## config.mk

```make
export PLATFORM = sky130hd
export DESIGN_NAME = phy_mii_end_flat
export DESIGN_NICKNAME = d
export VERILOG_FILES = /design/src/phy_mii_pkg.sv /design/src/phy_mii_if.sv /design/src/phy_mii_end.sv /design/src/flat_wrapper.sv
export SDC_FILE = /design/constraint.sdc
export NUM_CORES = 1
export LEC_CHECK = 0
export BUFFER_PORTS_ARGS = -buffer_cell sky130_fd_sc_hd__buf_2
export CORE_UTILIZATION = 25
export CTS_CLUSTER_SIZE = 20
export DETAILED_ROUTE_END_ITERATION = 12
export SYNTH_ARGS = -nofsm -noshare
export SYNTH_HDL_FRONTEND = slang
export SYNTH_SLANG_ARGS = --single-unit
```

## constraint.sdc

```tcl
create_clock -name clk_sys -period 2.5 [get_ports clk_sys]
set_clock_uncertainty 0.15 [all_clocks]
set_input_delay 0.625 -clock clk_sys [delete_from_list [all_inputs] [get_ports clk_sys]]
set_output_delay 0.625 -clock clk_sys [all_outputs]
set_load 0.02 [all_outputs]
```

## src/phy_mii_pkg.sv

```systemverilog
// shared constants for the transceiver mac-side link
package phy_mii_pkg;
    // clock rate of both ends, in hertz
    localparam int SYS_HZ = 10_000_000;
    // link clock half periods in sys cycles (10 MHz cannot make 25 MHz, so the divider is scaled down)
    localparam int CLK_HALF_100 = 1;
    localparam int CLK_HALF_10 = 5;
    // management clock limit and the derived half period for the station
    localparam int MGMT_MAX_HZ = 2_500_000;
    localparam int MGMT_HALF = (SYS_HZ + 2 * MGMT_MAX_HZ - 1) / (2 * MGMT_MAX_HZ);
    // least reset hold, in microseconds, and its cycle count
    localparam int RESET_MIN_US = 1000;
    localparam int RESET_CYCLES = (RESET_MIN_US * (SYS_HZ / 1_000_000));
    // bit of the basic control register that selects full duplex
    localparam int DUPLEX_BIT = 8;
    // divider and counter widths
    localparam int DIV_W = 4;
    localparam int RST_W = 14;
endpackage

```

## src/phy_mii_if.sv

```systemverilog
// pins between the transceiver and the mac / management station
`timescale 1ns/1ns
interface phy_mii_if;
    logic [3:0] txData;
    logic txEnable;
    logic txClk;
    logic rxClk;
    logic [3:0] rxData;
    logic rxValid;
    logic rxError;
    logic collision;
    logic carrierSense;
    logic mgmtClk;
    logic mdioFromPhy;
    logic mdioPhyOe;
    logic mdioFromSta;
    logic mdioStaOe;
    logic mgmtIntOe;
    logic refClk50;
    // resolved pulled-up lines
    wire mdioLine = mdioPhyOe ? mdioFromPhy : (mdioStaOe ? mdioFromSta : 1'b1);
    wire mgmt_interrupt_out = mgmtIntOe ? 1'b0 : 1'b1;
    modport phy (input txData, txEnable, mgmtClk, mdioLine, mdioFromSta, mdioStaOe, refClk50,
                 output txClk, rxClk, rxData, rxValid, rxError, collision, carrierSense,
                 mdioFromPhy, mdioPhyOe, mgmtIntOe);
    modport mac (output txData, txEnable, mgmtClk, mdioFromSta, mdioStaOe, refClk50,
                 input txClk, rxClk, rxData, rxValid, rxError, collision, carrierSense,
                 mdioLine, mgmt_interrupt_out, mdioFromPhy, mdioPhyOe, mgmtIntOe);
endinterface

```

## src/phy_mii_end.sv

```systemverilog
// transceiver end of the mac-side link
// Functional notes
// (RULE_01) mac drives 4 tx bits, rmii 2
// (RULE_02) mac enable high exactly while data valid
// (RULE_03) mii tx clock: fast or slow rate
// (RULE_04) receive error flags invalid medium symbols
// (RULE_05) rx data 4 bits, rmii low two
// (RULE_06) rx valid with data; rmii carrier-valid
// (RULE_07) continuous rx clock times rx outputs
// (RULE_08) collision held for whole collision
// (RULE_09) collision async, off in full duplex
// (RULE_10) half duplex: carrier on tx or rx
// (RULE_11) full duplex: carrier on rx only
// (RULE_12) station clocks management at most 2.5MHz
// (RULE_13) reset needs one management clock transition
// (RULE_14) bidirectional management data line
// (RULE_15) reference clock from crystal or oscillator
// (RULE_16) rmii uses 50MHz reference clock; here refClk50 copies the link clock, 5MHz fast or 1MHz slow
// (RULE_17) reset held 1ms, then edge completes
// (RULE_18) rmii two bits per reference rise
// (RULE_19) open-drain active-low management interrupt
`timescale 1ns/1ns
module phy_mii_end (
    // system
    input wire logic clk_sys, // crystal or oscillator reference; see (RULE_15)
    input wire logic arst_n,
    // link
    phy_mii_if.phy link,
    // medium side
    input wire logic [3:0] mediumRxData,
    input wire logic mediumRxActive,
    input wire logic mediumSymbolBad,
    input wire logic mediumCollision,
    // configuration
    input wire logic speed100,
    input wire logic rmiiMode,
    input wire logic [15:0] basic_control_register,
    input wire logic mgmtEvent,
    // to the user
    output logic [3:0] txCaptured,
    output logic txCapturedValid,
    output logic resetDone
);
    typedef enum {RST_HOLD, RST_WAIT_MDC, RST_DONE} rst_state_t;
    rst_state_t rstState;
    typedef logic [phy_mii_pkg::DIV_W-1:0] div_count_t; // divider compare width
    logic [phy_mii_pkg::DIV_W-1:0] divCount; // link clock divider
    logic linkClk; // generated tx/rx clock
    logic [phy_mii_pkg::RST_W-1:0] rstCount; // reset hold counter
    logic [2:0] mdcSync; // management clock synchroniser
    logic [2:0] refSync; // rmii reference synchroniser
    logic [1:0] txEnSync; // sampled mac enable
    logic [3:0] txSync1, txSync2; // sampled mac data
    logic [1:0] mdioSync; // sampled management data
    logic fullDuplex;
    logic sampleEdge;
    assign fullDuplex = basic_control_register[phy_mii_pkg::DUPLEX_BIT];

    // free-running divider for the mii clocks; stops only in reset
    always_ff @(posedge clk_sys or negedge arst_n)
    begin
        if (!arst_n)
        begin
            divCount <= '0;
            linkClk <= 1'b0;
        end
        else if (divCount >= (speed100 ? div_count_t'(phy_mii_pkg::CLK_HALF_100 - 1)
                                       : div_count_t'(phy_mii_pkg::CLK_HALF_10 - 1)))
        begin
            divCount <= '0;
            linkClk <= !linkClk; // see (RULE_03) see (RULE_07)
        end
        else
            divCount <= divCount + 1'b1;
    end
    assign link.txClk = linkClk;
    assign link.rxClk = linkClk;

    // synchronisers for every pin coming from the mac side except mdioStaOe, which is used unsynchronised
    always_ff @(posedge clk_sys or negedge arst_n)
    begin
        if (!arst_n)
        begin
            mdcSync <= '0;
            refSync <= '0;
            txEnSync <= '0;
            txSync1 <= '0;
            txSync2 <= '0;
            mdioSync <= 2'b11;
        end
        else
        begin
            mdcSync <= {mdcSync[1:0], link.mgmtClk};
            refSync <= {refSync[1:0], link.refClk50};
            txEnSync <= {txEnSync[0], link.txEnable};
            txSync1 <= link.txData;
            txSync2 <= txSync1;
            mdioSync <= {mdioSync[0], link.mdioLine};
        end
    end

    // sampling edge: rising mii clock, or rising synced rmii reference
    assign sampleEdge = rmiiMode ? (refSync[1] && !refSync[2]) // see (RULE_16) see (RULE_18)
                                 : (divCount == '0 && linkClk);

    // capture mac data while enable stands; rmii keeps only two bits
    always_ff @(posedge clk_sys or negedge arst_n)
    begin
        if (!arst_n)
        begin
            txCaptured <= '0;
            txCapturedValid <= 1'b0;
        end
        else
        begin
            txCapturedValid <= sampleEdge && txEnSync[1]; // see (RULE_02)
            if (sampleEdge && txEnSync[1])
                txCaptured <= rmiiMode ? {2'b00, txSync2[1:0]} : txSync2; // see (RULE_01)
        end
    end

    // receive outputs change on the driving edge
    always_ff @(posedge clk_sys or negedge arst_n)
    begin
        if (!arst_n)
        begin
            link.rxData <= '0;
            link.rxValid <= 1'b0;
            link.rxError <= 1'b0;
        end
        else if (sampleEdge)
        begin
            link.rxData <= rmiiMode ? {2'b00, mediumRxData[1:0]} : mediumRxData; // see (RULE_05)
            link.rxValid <= mediumRxActive; // see (RULE_06)
            link.rxError <= mediumRxActive && mediumSymbolBad; // see (RULE_04)
        end
    end

    // collision and carrier follow the medium on every sys edge, not the mii clock
    always_ff @(posedge clk_sys or negedge arst_n)
    begin
        if (!arst_n)
        begin
            link.collision <= 1'b0;
            link.carrierSense <= 1'b0;
        end
        else
        begin
            link.collision <= !fullDuplex && mediumCollision; // see (RULE_08) see (RULE_09)
            if (fullDuplex)
                link.carrierSense <= mediumRxActive; // see (RULE_11)
            else
                link.carrierSense <= mediumRxActive || txEnSync[1]; // see (RULE_10)
        end
    end

    // reset sequence: hold time, then wait for one management clock change
    always_ff @(posedge clk_sys or negedge arst_n)
    begin
        if (!arst_n)
        begin
            rstState <= RST_HOLD;
            rstCount <= '0;
            resetDone <= 1'b0;
        end
        else
        begin
            case (rstState)
                RST_HOLD:
                begin
                    rstCount <= rstCount + 1'b1;
                    if (rstCount == phy_mii_pkg::RST_W'(phy_mii_pkg::RESET_CYCLES - 1))
                        rstState <= RST_WAIT_MDC; // see (RULE_17)
                end
                RST_WAIT_MDC:
                    if (mdcSync[2] != mdcSync[1])
                    begin
                        rstState <= RST_DONE; // see (RULE_13)
                        resetDone <= 1'b1;
                    end
                RST_DONE:
                    resetDone <= 1'b1;
                default:
                    rstState <= RST_HOLD;
            endcase
        end
    end

    // management data: echo the last sampled bit back when the station releases the line
    always_ff @(posedge clk_sys or negedge arst_n)
    begin
        if (!arst_n)
        begin
            link.mdioFromPhy <= 1'b1;
            link.mdioPhyOe <= 1'b0;
            link.mgmtIntOe <= 1'b0;
        end
        else
        begin
            if (mdcSync[1] && !mdcSync[2])
                link.mdioFromPhy <= mdioSync[1]; // see (RULE_14)
            link.mdioPhyOe <= resetDone && !link.mdioStaOe; // see (RULE_14)
            link.mgmtIntOe <= resetDone && mgmtEvent; // see (RULE_19)
        end
    end
endmodule

```

## src/flat_wrapper.sv

```systemverilog
// flat-port wrapper written by rule: the top's interface ports become plain ports
module phy_mii_end_flat 
  (clk_sys, arst_n, mediumRxData, mediumRxActive, mediumSymbolBad, mediumCollision, speed100, rmiiMode, basic_control_register, mgmtEvent, txCaptured, txCapturedValid, resetDone, link_txData, link_txEnable, link_mgmtClk, link_mdioFromSta, link_mdioStaOe, link_refClk50, link_txClk, link_rxClk, link_rxData, link_rxValid, link_rxError, link_collision, link_carrierSense, link_mdioFromPhy, link_mdioPhyOe, link_mgmtIntOe);
  phy_mii_if link_i ();
  input wire logic clk_sys;
  input wire logic arst_n;
  input wire logic [3:0] mediumRxData;
  input wire logic mediumRxActive;
  input wire logic mediumSymbolBad;
  input wire logic mediumCollision;
  input wire logic speed100;
  input wire logic rmiiMode;
  input wire logic [15:0] basic_control_register;
  input wire logic mgmtEvent;
  output logic [3:0] txCaptured;
  output logic txCapturedValid;
  output logic resetDone;
  input wire logic [$bits(link_i.txData)-1:0] link_txData;
  input wire logic [$bits(link_i.txEnable)-1:0] link_txEnable;
  input wire logic [$bits(link_i.mgmtClk)-1:0] link_mgmtClk;
  input wire logic [$bits(link_i.mdioFromSta)-1:0] link_mdioFromSta;
  input wire logic [$bits(link_i.mdioStaOe)-1:0] link_mdioStaOe;
  input wire logic [$bits(link_i.refClk50)-1:0] link_refClk50;
  output wire logic [$bits(link_i.txClk)-1:0] link_txClk;
  output wire logic [$bits(link_i.rxClk)-1:0] link_rxClk;
  output wire logic [$bits(link_i.rxData)-1:0] link_rxData;
  output wire logic [$bits(link_i.rxValid)-1:0] link_rxValid;
  output wire logic [$bits(link_i.rxError)-1:0] link_rxError;
  output wire logic [$bits(link_i.collision)-1:0] link_collision;
  output wire logic [$bits(link_i.carrierSense)-1:0] link_carrierSense;
  output wire logic [$bits(link_i.mdioFromPhy)-1:0] link_mdioFromPhy;
  output wire logic [$bits(link_i.mdioPhyOe)-1:0] link_mdioPhyOe;
  output wire logic [$bits(link_i.mgmtIntOe)-1:0] link_mgmtIntOe;
  assign link_i.txData = link_txData;
  assign link_i.txEnable = link_txEnable;
  assign link_i.mgmtClk = link_mgmtClk;
  assign link_i.mdioFromSta = link_mdioFromSta;
  assign link_i.mdioStaOe = link_mdioStaOe;
  assign link_i.refClk50 = link_refClk50;
  assign link_txClk = link_i.txClk;
  assign link_rxClk = link_i.rxClk;
  assign link_rxData = link_i.rxData;
  assign link_rxValid = link_i.rxValid;
  assign link_rxError = link_i.rxError;
  assign link_collision = link_i.collision;
  assign link_carrierSense = link_i.carrierSense;
  assign link_mdioFromPhy = link_i.mdioFromPhy;
  assign link_mdioPhyOe = link_i.mdioPhyOe;
  assign link_mgmtIntOe = link_i.mgmtIntOe;
  phy_mii_end u_core (.clk_sys(clk_sys), .arst_n(arst_n), .link(link_i), .mediumRxData(mediumRxData), .mediumRxActive(mediumRxActive), .mediumSymbolBad(mediumSymbolBad), .mediumCollision(mediumCollision), .speed100(speed100), .rmiiMode(rmiiMode), .basic_control_register(basic_control_register), .mgmtEvent(mgmtEvent), .txCaptured(txCaptured), .txCapturedValid(txCapturedValid), .resetDone(resetDone));
endmodule
```

**Yosys cells after proc, flatten, opt, wreduce, memory -nomap -nowiden**

Index checks and enable logic that the tools add are counted.

- Add/sub/neg operators: 2
- Magnitude comparators: 1
- Equality and inequality tests: 6
- Muxes and demuxes: 13
- Bitwise logic cells: 1
- Reduce and logical (&&, ||, !) cells: 19

Operator list:

| cell | count |
|---|---|
| case mux 32 bit (3 select lines) | 1 |
| 2-to-1 mux 32 bit | 2 |
| == test 32 x 1 -> 1 bit, second input constant | 1 |
| == test 32 x 2 -> 1 bit, second input constant | 1 |
| zero test 32 bit | 1 |
| adder 14 x 1 -> 14 bit, second input constant | 1 |
| == test 14 bit, second input constant | 1 |
| 2-to-1 mux 4 bit | 3 |
| logical AND 1 bit | 8 |
| zero test 1 bit | 5 |
| 2-to-1 mux 1 bit | 5 |
| adder 4 x 1 -> 4 bit, second input constant | 1 |
| >= comparator 4 bit | 1 |
| zero test 4 bit | 1 |
| inequality test 2 x 1 -> 1 bit, second input constant | 2 |
| 2-to-1 mux 3 bit | 1 |
| AND reduction 3 bit | 1 |
| case mux 1 bit (2 select lines) | 1 |
| AND reduction 2 bit | 1 |
| nonzero test 2 bit | 1 |
| logical OR 1 bit | 1 |
| inequality test 1 bit | 1 |
| inverter 1 bit | 1 |

- Register bits after elaboration: 86
- Input port bits: 37
- Output and inout port bits: 19
- Word-level logic and storage cells: 63

**Depth between registers and ports, before layout**

- Depth in word-level cells: 4
- Depth in mapped cells: 6
- Gate-level depth less buffers: 6

**Least setup slack after synthesis**

No wires, ideal clock.

- Path kind: register to register
- Start: reg u_core.divCount[0] in the netlist's numbering
- End: reg u_core.txCaptured[0]
- Setup time: 125 ps
- Arrival: 1506 ps
- Path slack: 719 ps
- Stages on the path, launching flop included: 7
- Cells stage by stage: dfrtp_1 inv_1 ha_1 nand2_1 o41ai_4 nand2_4 mux2_4

- Cells in the longest elaborated chain, start to end: 4

Ends and longest elaborated chain:

| what | line | text |
|---|---|---|
| start, declared | phy_mii_end.sv:47 | `logic [phy_mii_pkg::DIV_W-1:0] divCount;` |
| start signal, assigned | phy_mii_end.sv:74 | `divCount <= divCount + 1'b1;` |
| zero test 4 bit | phy_mii_end.sv:104 | `: (divCount == '0 && linkClk);` |
| logical AND 1 bit | phy_mii_end.sv:104 |  |
| 2-to-1 mux 1 bit | phy_mii_end.sv:103 | `assign sampleEdge = rmiiMode ? (refSync[1] && !refSync[2])` |
| logical AND 1 bit | phy_mii_end.sv:117 | `if (sampleEdge && txEnSync[1])` |
| end signal, assigned | phy_mii_end.sv:118 | `txCaptured <= rmiiMode ? {2'b00, txSync2[1:0]} : txSync2;` |
| end, declared | phy_mii_end.sv:40 | `output logic [3:0] txCaptured,` |

No other way between the ends.
A chain may end at the register's enable or synchronous reset.

**Final worst setup path**

- Start: reg u_core.divCount[0] in the netlist's numbering
- End: reg u_core.txCaptured[2]

Same word-level chain as after synthesis.

==> summary.md <==
| Metric | Value |
|---|---|
| Pre-antenna DRT Iters | `4` |
| Hold_ws | `0.140 ns` |
| Xor/xnor share of the synthesized area | `6.18%` |
| I/O pins | `56` |
| Total GRT Usage | `8.06%` |
| Mapped Nets | `197` |
| Post-CTS Setup Bufs | `0` |
| Unrepaired setup endpoints after global routing | `no` |
| Largest net degree at the start of global routing | `25` |
| PwrDens | `771 mW/mm2` |
| Mux cell area share after synthesis | `5.42%` |
| CTS resizes | `0` |
| Core ar. | `0.00822 mm2` |
| Synthesized flop and latch total | `56` |
| Status | `completed` |
| Worst EP required | `2.54 ns` |
| Clock sink count | `56` |
| Crit-path leading delay family | `compound AO/OA/AOI/OAI gates` |
| Via density | `4.13` |
| Netlist cell types | `34` |
| CTS buffer count | `5` |
| Vias in the first global route | `1191` |
| Adder-Cell Fraction of Synth Area | `2.94%` |
| Worst Path Buf+Inv | `1` |
| Die width | `94.2 um` |
| Critical Path Max Stage Delay | `0.51 ns` |
| Std cell rows | `33` |
| Final-report max-slew violation count | `0` |
| Post-synthesis simple-gate area fraction | `14.3%` |
| DRC viols | `0` |
| Area Growth Syn to Fin | `20.8%` |
| # setup viols final | `0` |
| Final Wtd Congestion | `0.724` |
| Pwr Total | `1.98 mW` |
| DPL Wire Length | `2.48 mm` |
| Grt ovf | `0` |
| Post-route cell area | `0.00257 mm2` |
| Setup TNS Final | `0 ns` |
| Antenna fix cells | `0` |
| Max_slew headroom | `60.2%` |
| Layout cells sized above 1 | `32.2%` |
| H-tree depth | `2` |
| CP cell instances | `inv_1 > ha_1 > nand2_1 > o41ai_4 > nand2_4 > mux2_4` |
| Final nets | `246` |
| Period utilization | `79.7%` |
| Mean Syn Cell Area | `13.7 um2` |
| Achievable clock frequency | `502 MHz` |
| Clk Latency, worst-skew pair | `0.30 ns` |
| Slowest-stage cell, CP | `o41ai_4` |
| Largest family of logic cells by synthesized area | `simple AND/OR/NAND/NOR gates` |
| Worst VDD drop | `255 uV` |
| Die area | `0.00887 mm2` |
| CP Launch Type | `register` |
| Crit end category | `register` |
| CP Class | `register to register` |
| Seq/Total Area, Yosys | `66.1%` |
| Worst min path class | `input pin to async pin` |
| Placed Area | `0.00247 mm2` |
| Post-synthesis compound-gate area fraction | `3.06%` |
| Crit path DAT | `2.04 ns` |
| Synthesis Warnings | `0` |
| Die Ht | `94.2 um` |
| DRT Wirelength | `3.28 mm` |
| Initial core utilization | `25.9%` |
| Initial antenna violation count | `0` |
| Worst slew pin tran | `0.595 ns` |
| Worst-path clk slew | `0.10 ns` |
| Buffers on Ports | `40` |
| Synth Instances | `155` |
| # hold bufs at CTS | `0` |
| DR vias | `1279` |
| P_leak | `1.24 nW` |
| Final worst path period need | `1.99 ns` |
| Maxcap violations | `0` |
| Total stage count of the critical path | `6` |
| # fillers | `822` |
| Antenna-violating nets left | `0` |
| Mapped cell area | `0.00212 mm2` |
| CTS root buffer | `clkbuf_8` |
| Max Root-Sink Buffers | `2` |
| Global-route wire length before repair | `5.42 mm` |
| Worst-path fanout max | `6` |
| Hold Vio Cnt, Final | `0` |
| DR iter-0 viols | `71` |
| Routed len/inst | `10.6 um` |
| Final cell utilization of the core | `31.2%` |
| CTS tree | `built` |
| R2R depth | `6` |
[cell usage after synthesis]
cell	instances	area share [%]
dfrtp_1	53	62
nand2_1	16	2.8
inv_1	9	1.6
xnor2_1	8	3.3
xor2_1	7	2.9
ha_1	5	2.9
nor2_1	5	0.88
mux2_2	4	2.1
mux2_4	4	2.8
nand4_1	4	1.2
nor4_1	4	1.2
o21ai_0	4	0.94
and3_1	3	0.88
dfstp_2	3	3.7
nor2b_1	3	0.88
a21oi_1	2	0.47
and2_1	2	0.59
nand3b_1	2	0.71
nor3_1	2	0.47
a21o_1	1	0.35
and2b_1	1	0.35
and3b_1	1	0.41
buf_4	1	0.35
mux2i_1	1	0.47
nand2_4	1	0.53
nand2b_1	1	0.29
nand3_1	1	0.24
nand4_4	1	1.0
nor2_4	1	0.53
nor3b_1	1	0.35
nor4b_1	1	0.41
o41ai_4	1	1.3
or2_2	1	0.29
or3_1	1	0.29
[registers in the layout, summed over array words and instances (netlist names), 2 cells and up]
name,count
u_core.rstCount,14
u_core.divCount,4
u_core.link.rxData,4
u_core.txCaptured,4
u_core.txSync1,4
u_core.txSync2,4
u_core.mdcSync,3
u_core.refSync,3
u_core.mdioSync,2
u_core.rstState,2
u_core.txEnSync,2
[layout by cell type (no fill, tap or decap), types with 2 or more instances in the layout]
| cell | Yosys | routed |
|---|---|---|
| a21oi_1 | 2 | 2 |
| and2_1 | 2 | 2 |
| and3_1 | 3 | 3 |
| buf_2 | 0 | 40 |
| buf_4 | 1 | 3 |
| clkbuf_8 | 0 | 6 |
| dfrtp_1 | 53 | 53 |
| dfstp_2 | 3 | 3 |
| ha_1 | 5 | 5 |
| inv_1 | 9 | 9 |
| mux2_2 | 4 | 4 |
| mux2_4 | 4 | 4 |
| nand2_1 | 16 | 16 |
| nand3b_1 | 2 | 2 |
| nand4_1 | 4 | 4 |
| nor2_1 | 5 | 5 |
| nor2b_1 | 3 | 3 |
| nor3_1 | 2 | 2 |
| nor4_1 | 4 | 4 |
| o21ai_0 | 4 | 4 |
| xnor2_1 | 8 | 8 |
| xor2_1 | 7 | 7 |
[path summary, 6_finish.rpt]
kind | from | to | slack (ns)
worst max-delay path | u_core.divCount[0]$_DFF_PN0_ | u_core.txCaptured[2]$_DFFE_PN0P_ | 0.51
max in group asynchronous | arst_n | u_core.rstCount[1]$_DFFE_PN0N_ | 1.50
worst min register to register | u_core.refSync[0]$_DFF_PN0_ | u_core.refSync[1]$_DFF_PN0_ | 0.20
worst min-delay path | arst_n | u_core.link.mdioPhyOe$_DFF_PN0_ | 0.14
worst max register to register | u_core.divCount[0]$_DFF_PN0_ | u_core.txCaptured[2]$_DFFE_PN0P_ | 0.51
min in group clk_sys | u_core.refSync[0]$_DFF_PN0_ | u_core.refSync[1]$_DFF_PN0_ | 0.20
[per-stage QoR]
stage               cells  worst slack, ns
floorplan             155            0.719
global placement      302            0.378
detailed placement    302            0.356
CTS                   310            0.448
global route          310            0.360
finish                310            0.507
[cell families (layout without fill, tap and decap cells)]
kind of cell | after synthesis | count (layout)
XOR/XNOR | 15 | 15
flip-flops | 56 | 56
adder cells (fa/ha/maj) | 5 | 5
multiplexers | 9 | 9
AO/OA/AOI/OAI | 8 | 8
buffers and inverters | 10 | 60
AND/OR/NAND/NOR | 52 | 52
[power breakdown]
group | internal [mW] | switching [mW]
combinational | 0.174 | 0.243
sequential | 1.01 | 0.0517
clock | 0.227 | 0.270
[per-layer routing]
metal / GRT usage [%] / up-vias / part of all wire, %
met5: 0 / - / 0
li1: - / 612 / -
met2: 12.1 / 30 / 46
met1: 10.5 / 632 / 47
met4: 3.08 / 0 / 1.4
met3: 2.91 / 5 / 5.4
[area by class of cell]
cell class                      count  area (um2)  share of cell area (%)
Clock buffer                        7        86.3                    3.36
Multi-Input combinational cell     89         678                    26.4
Clock inverter                      1        8.76                   0.341
Timing Repair Buffer               43         223                    8.68
Inverter                            9        33.8                    1.32
Sequential cell                    56        1410                    54.8
Tap cell                          105         131                    5.12
Note: power is estimated with default switching activity, not from simulation.
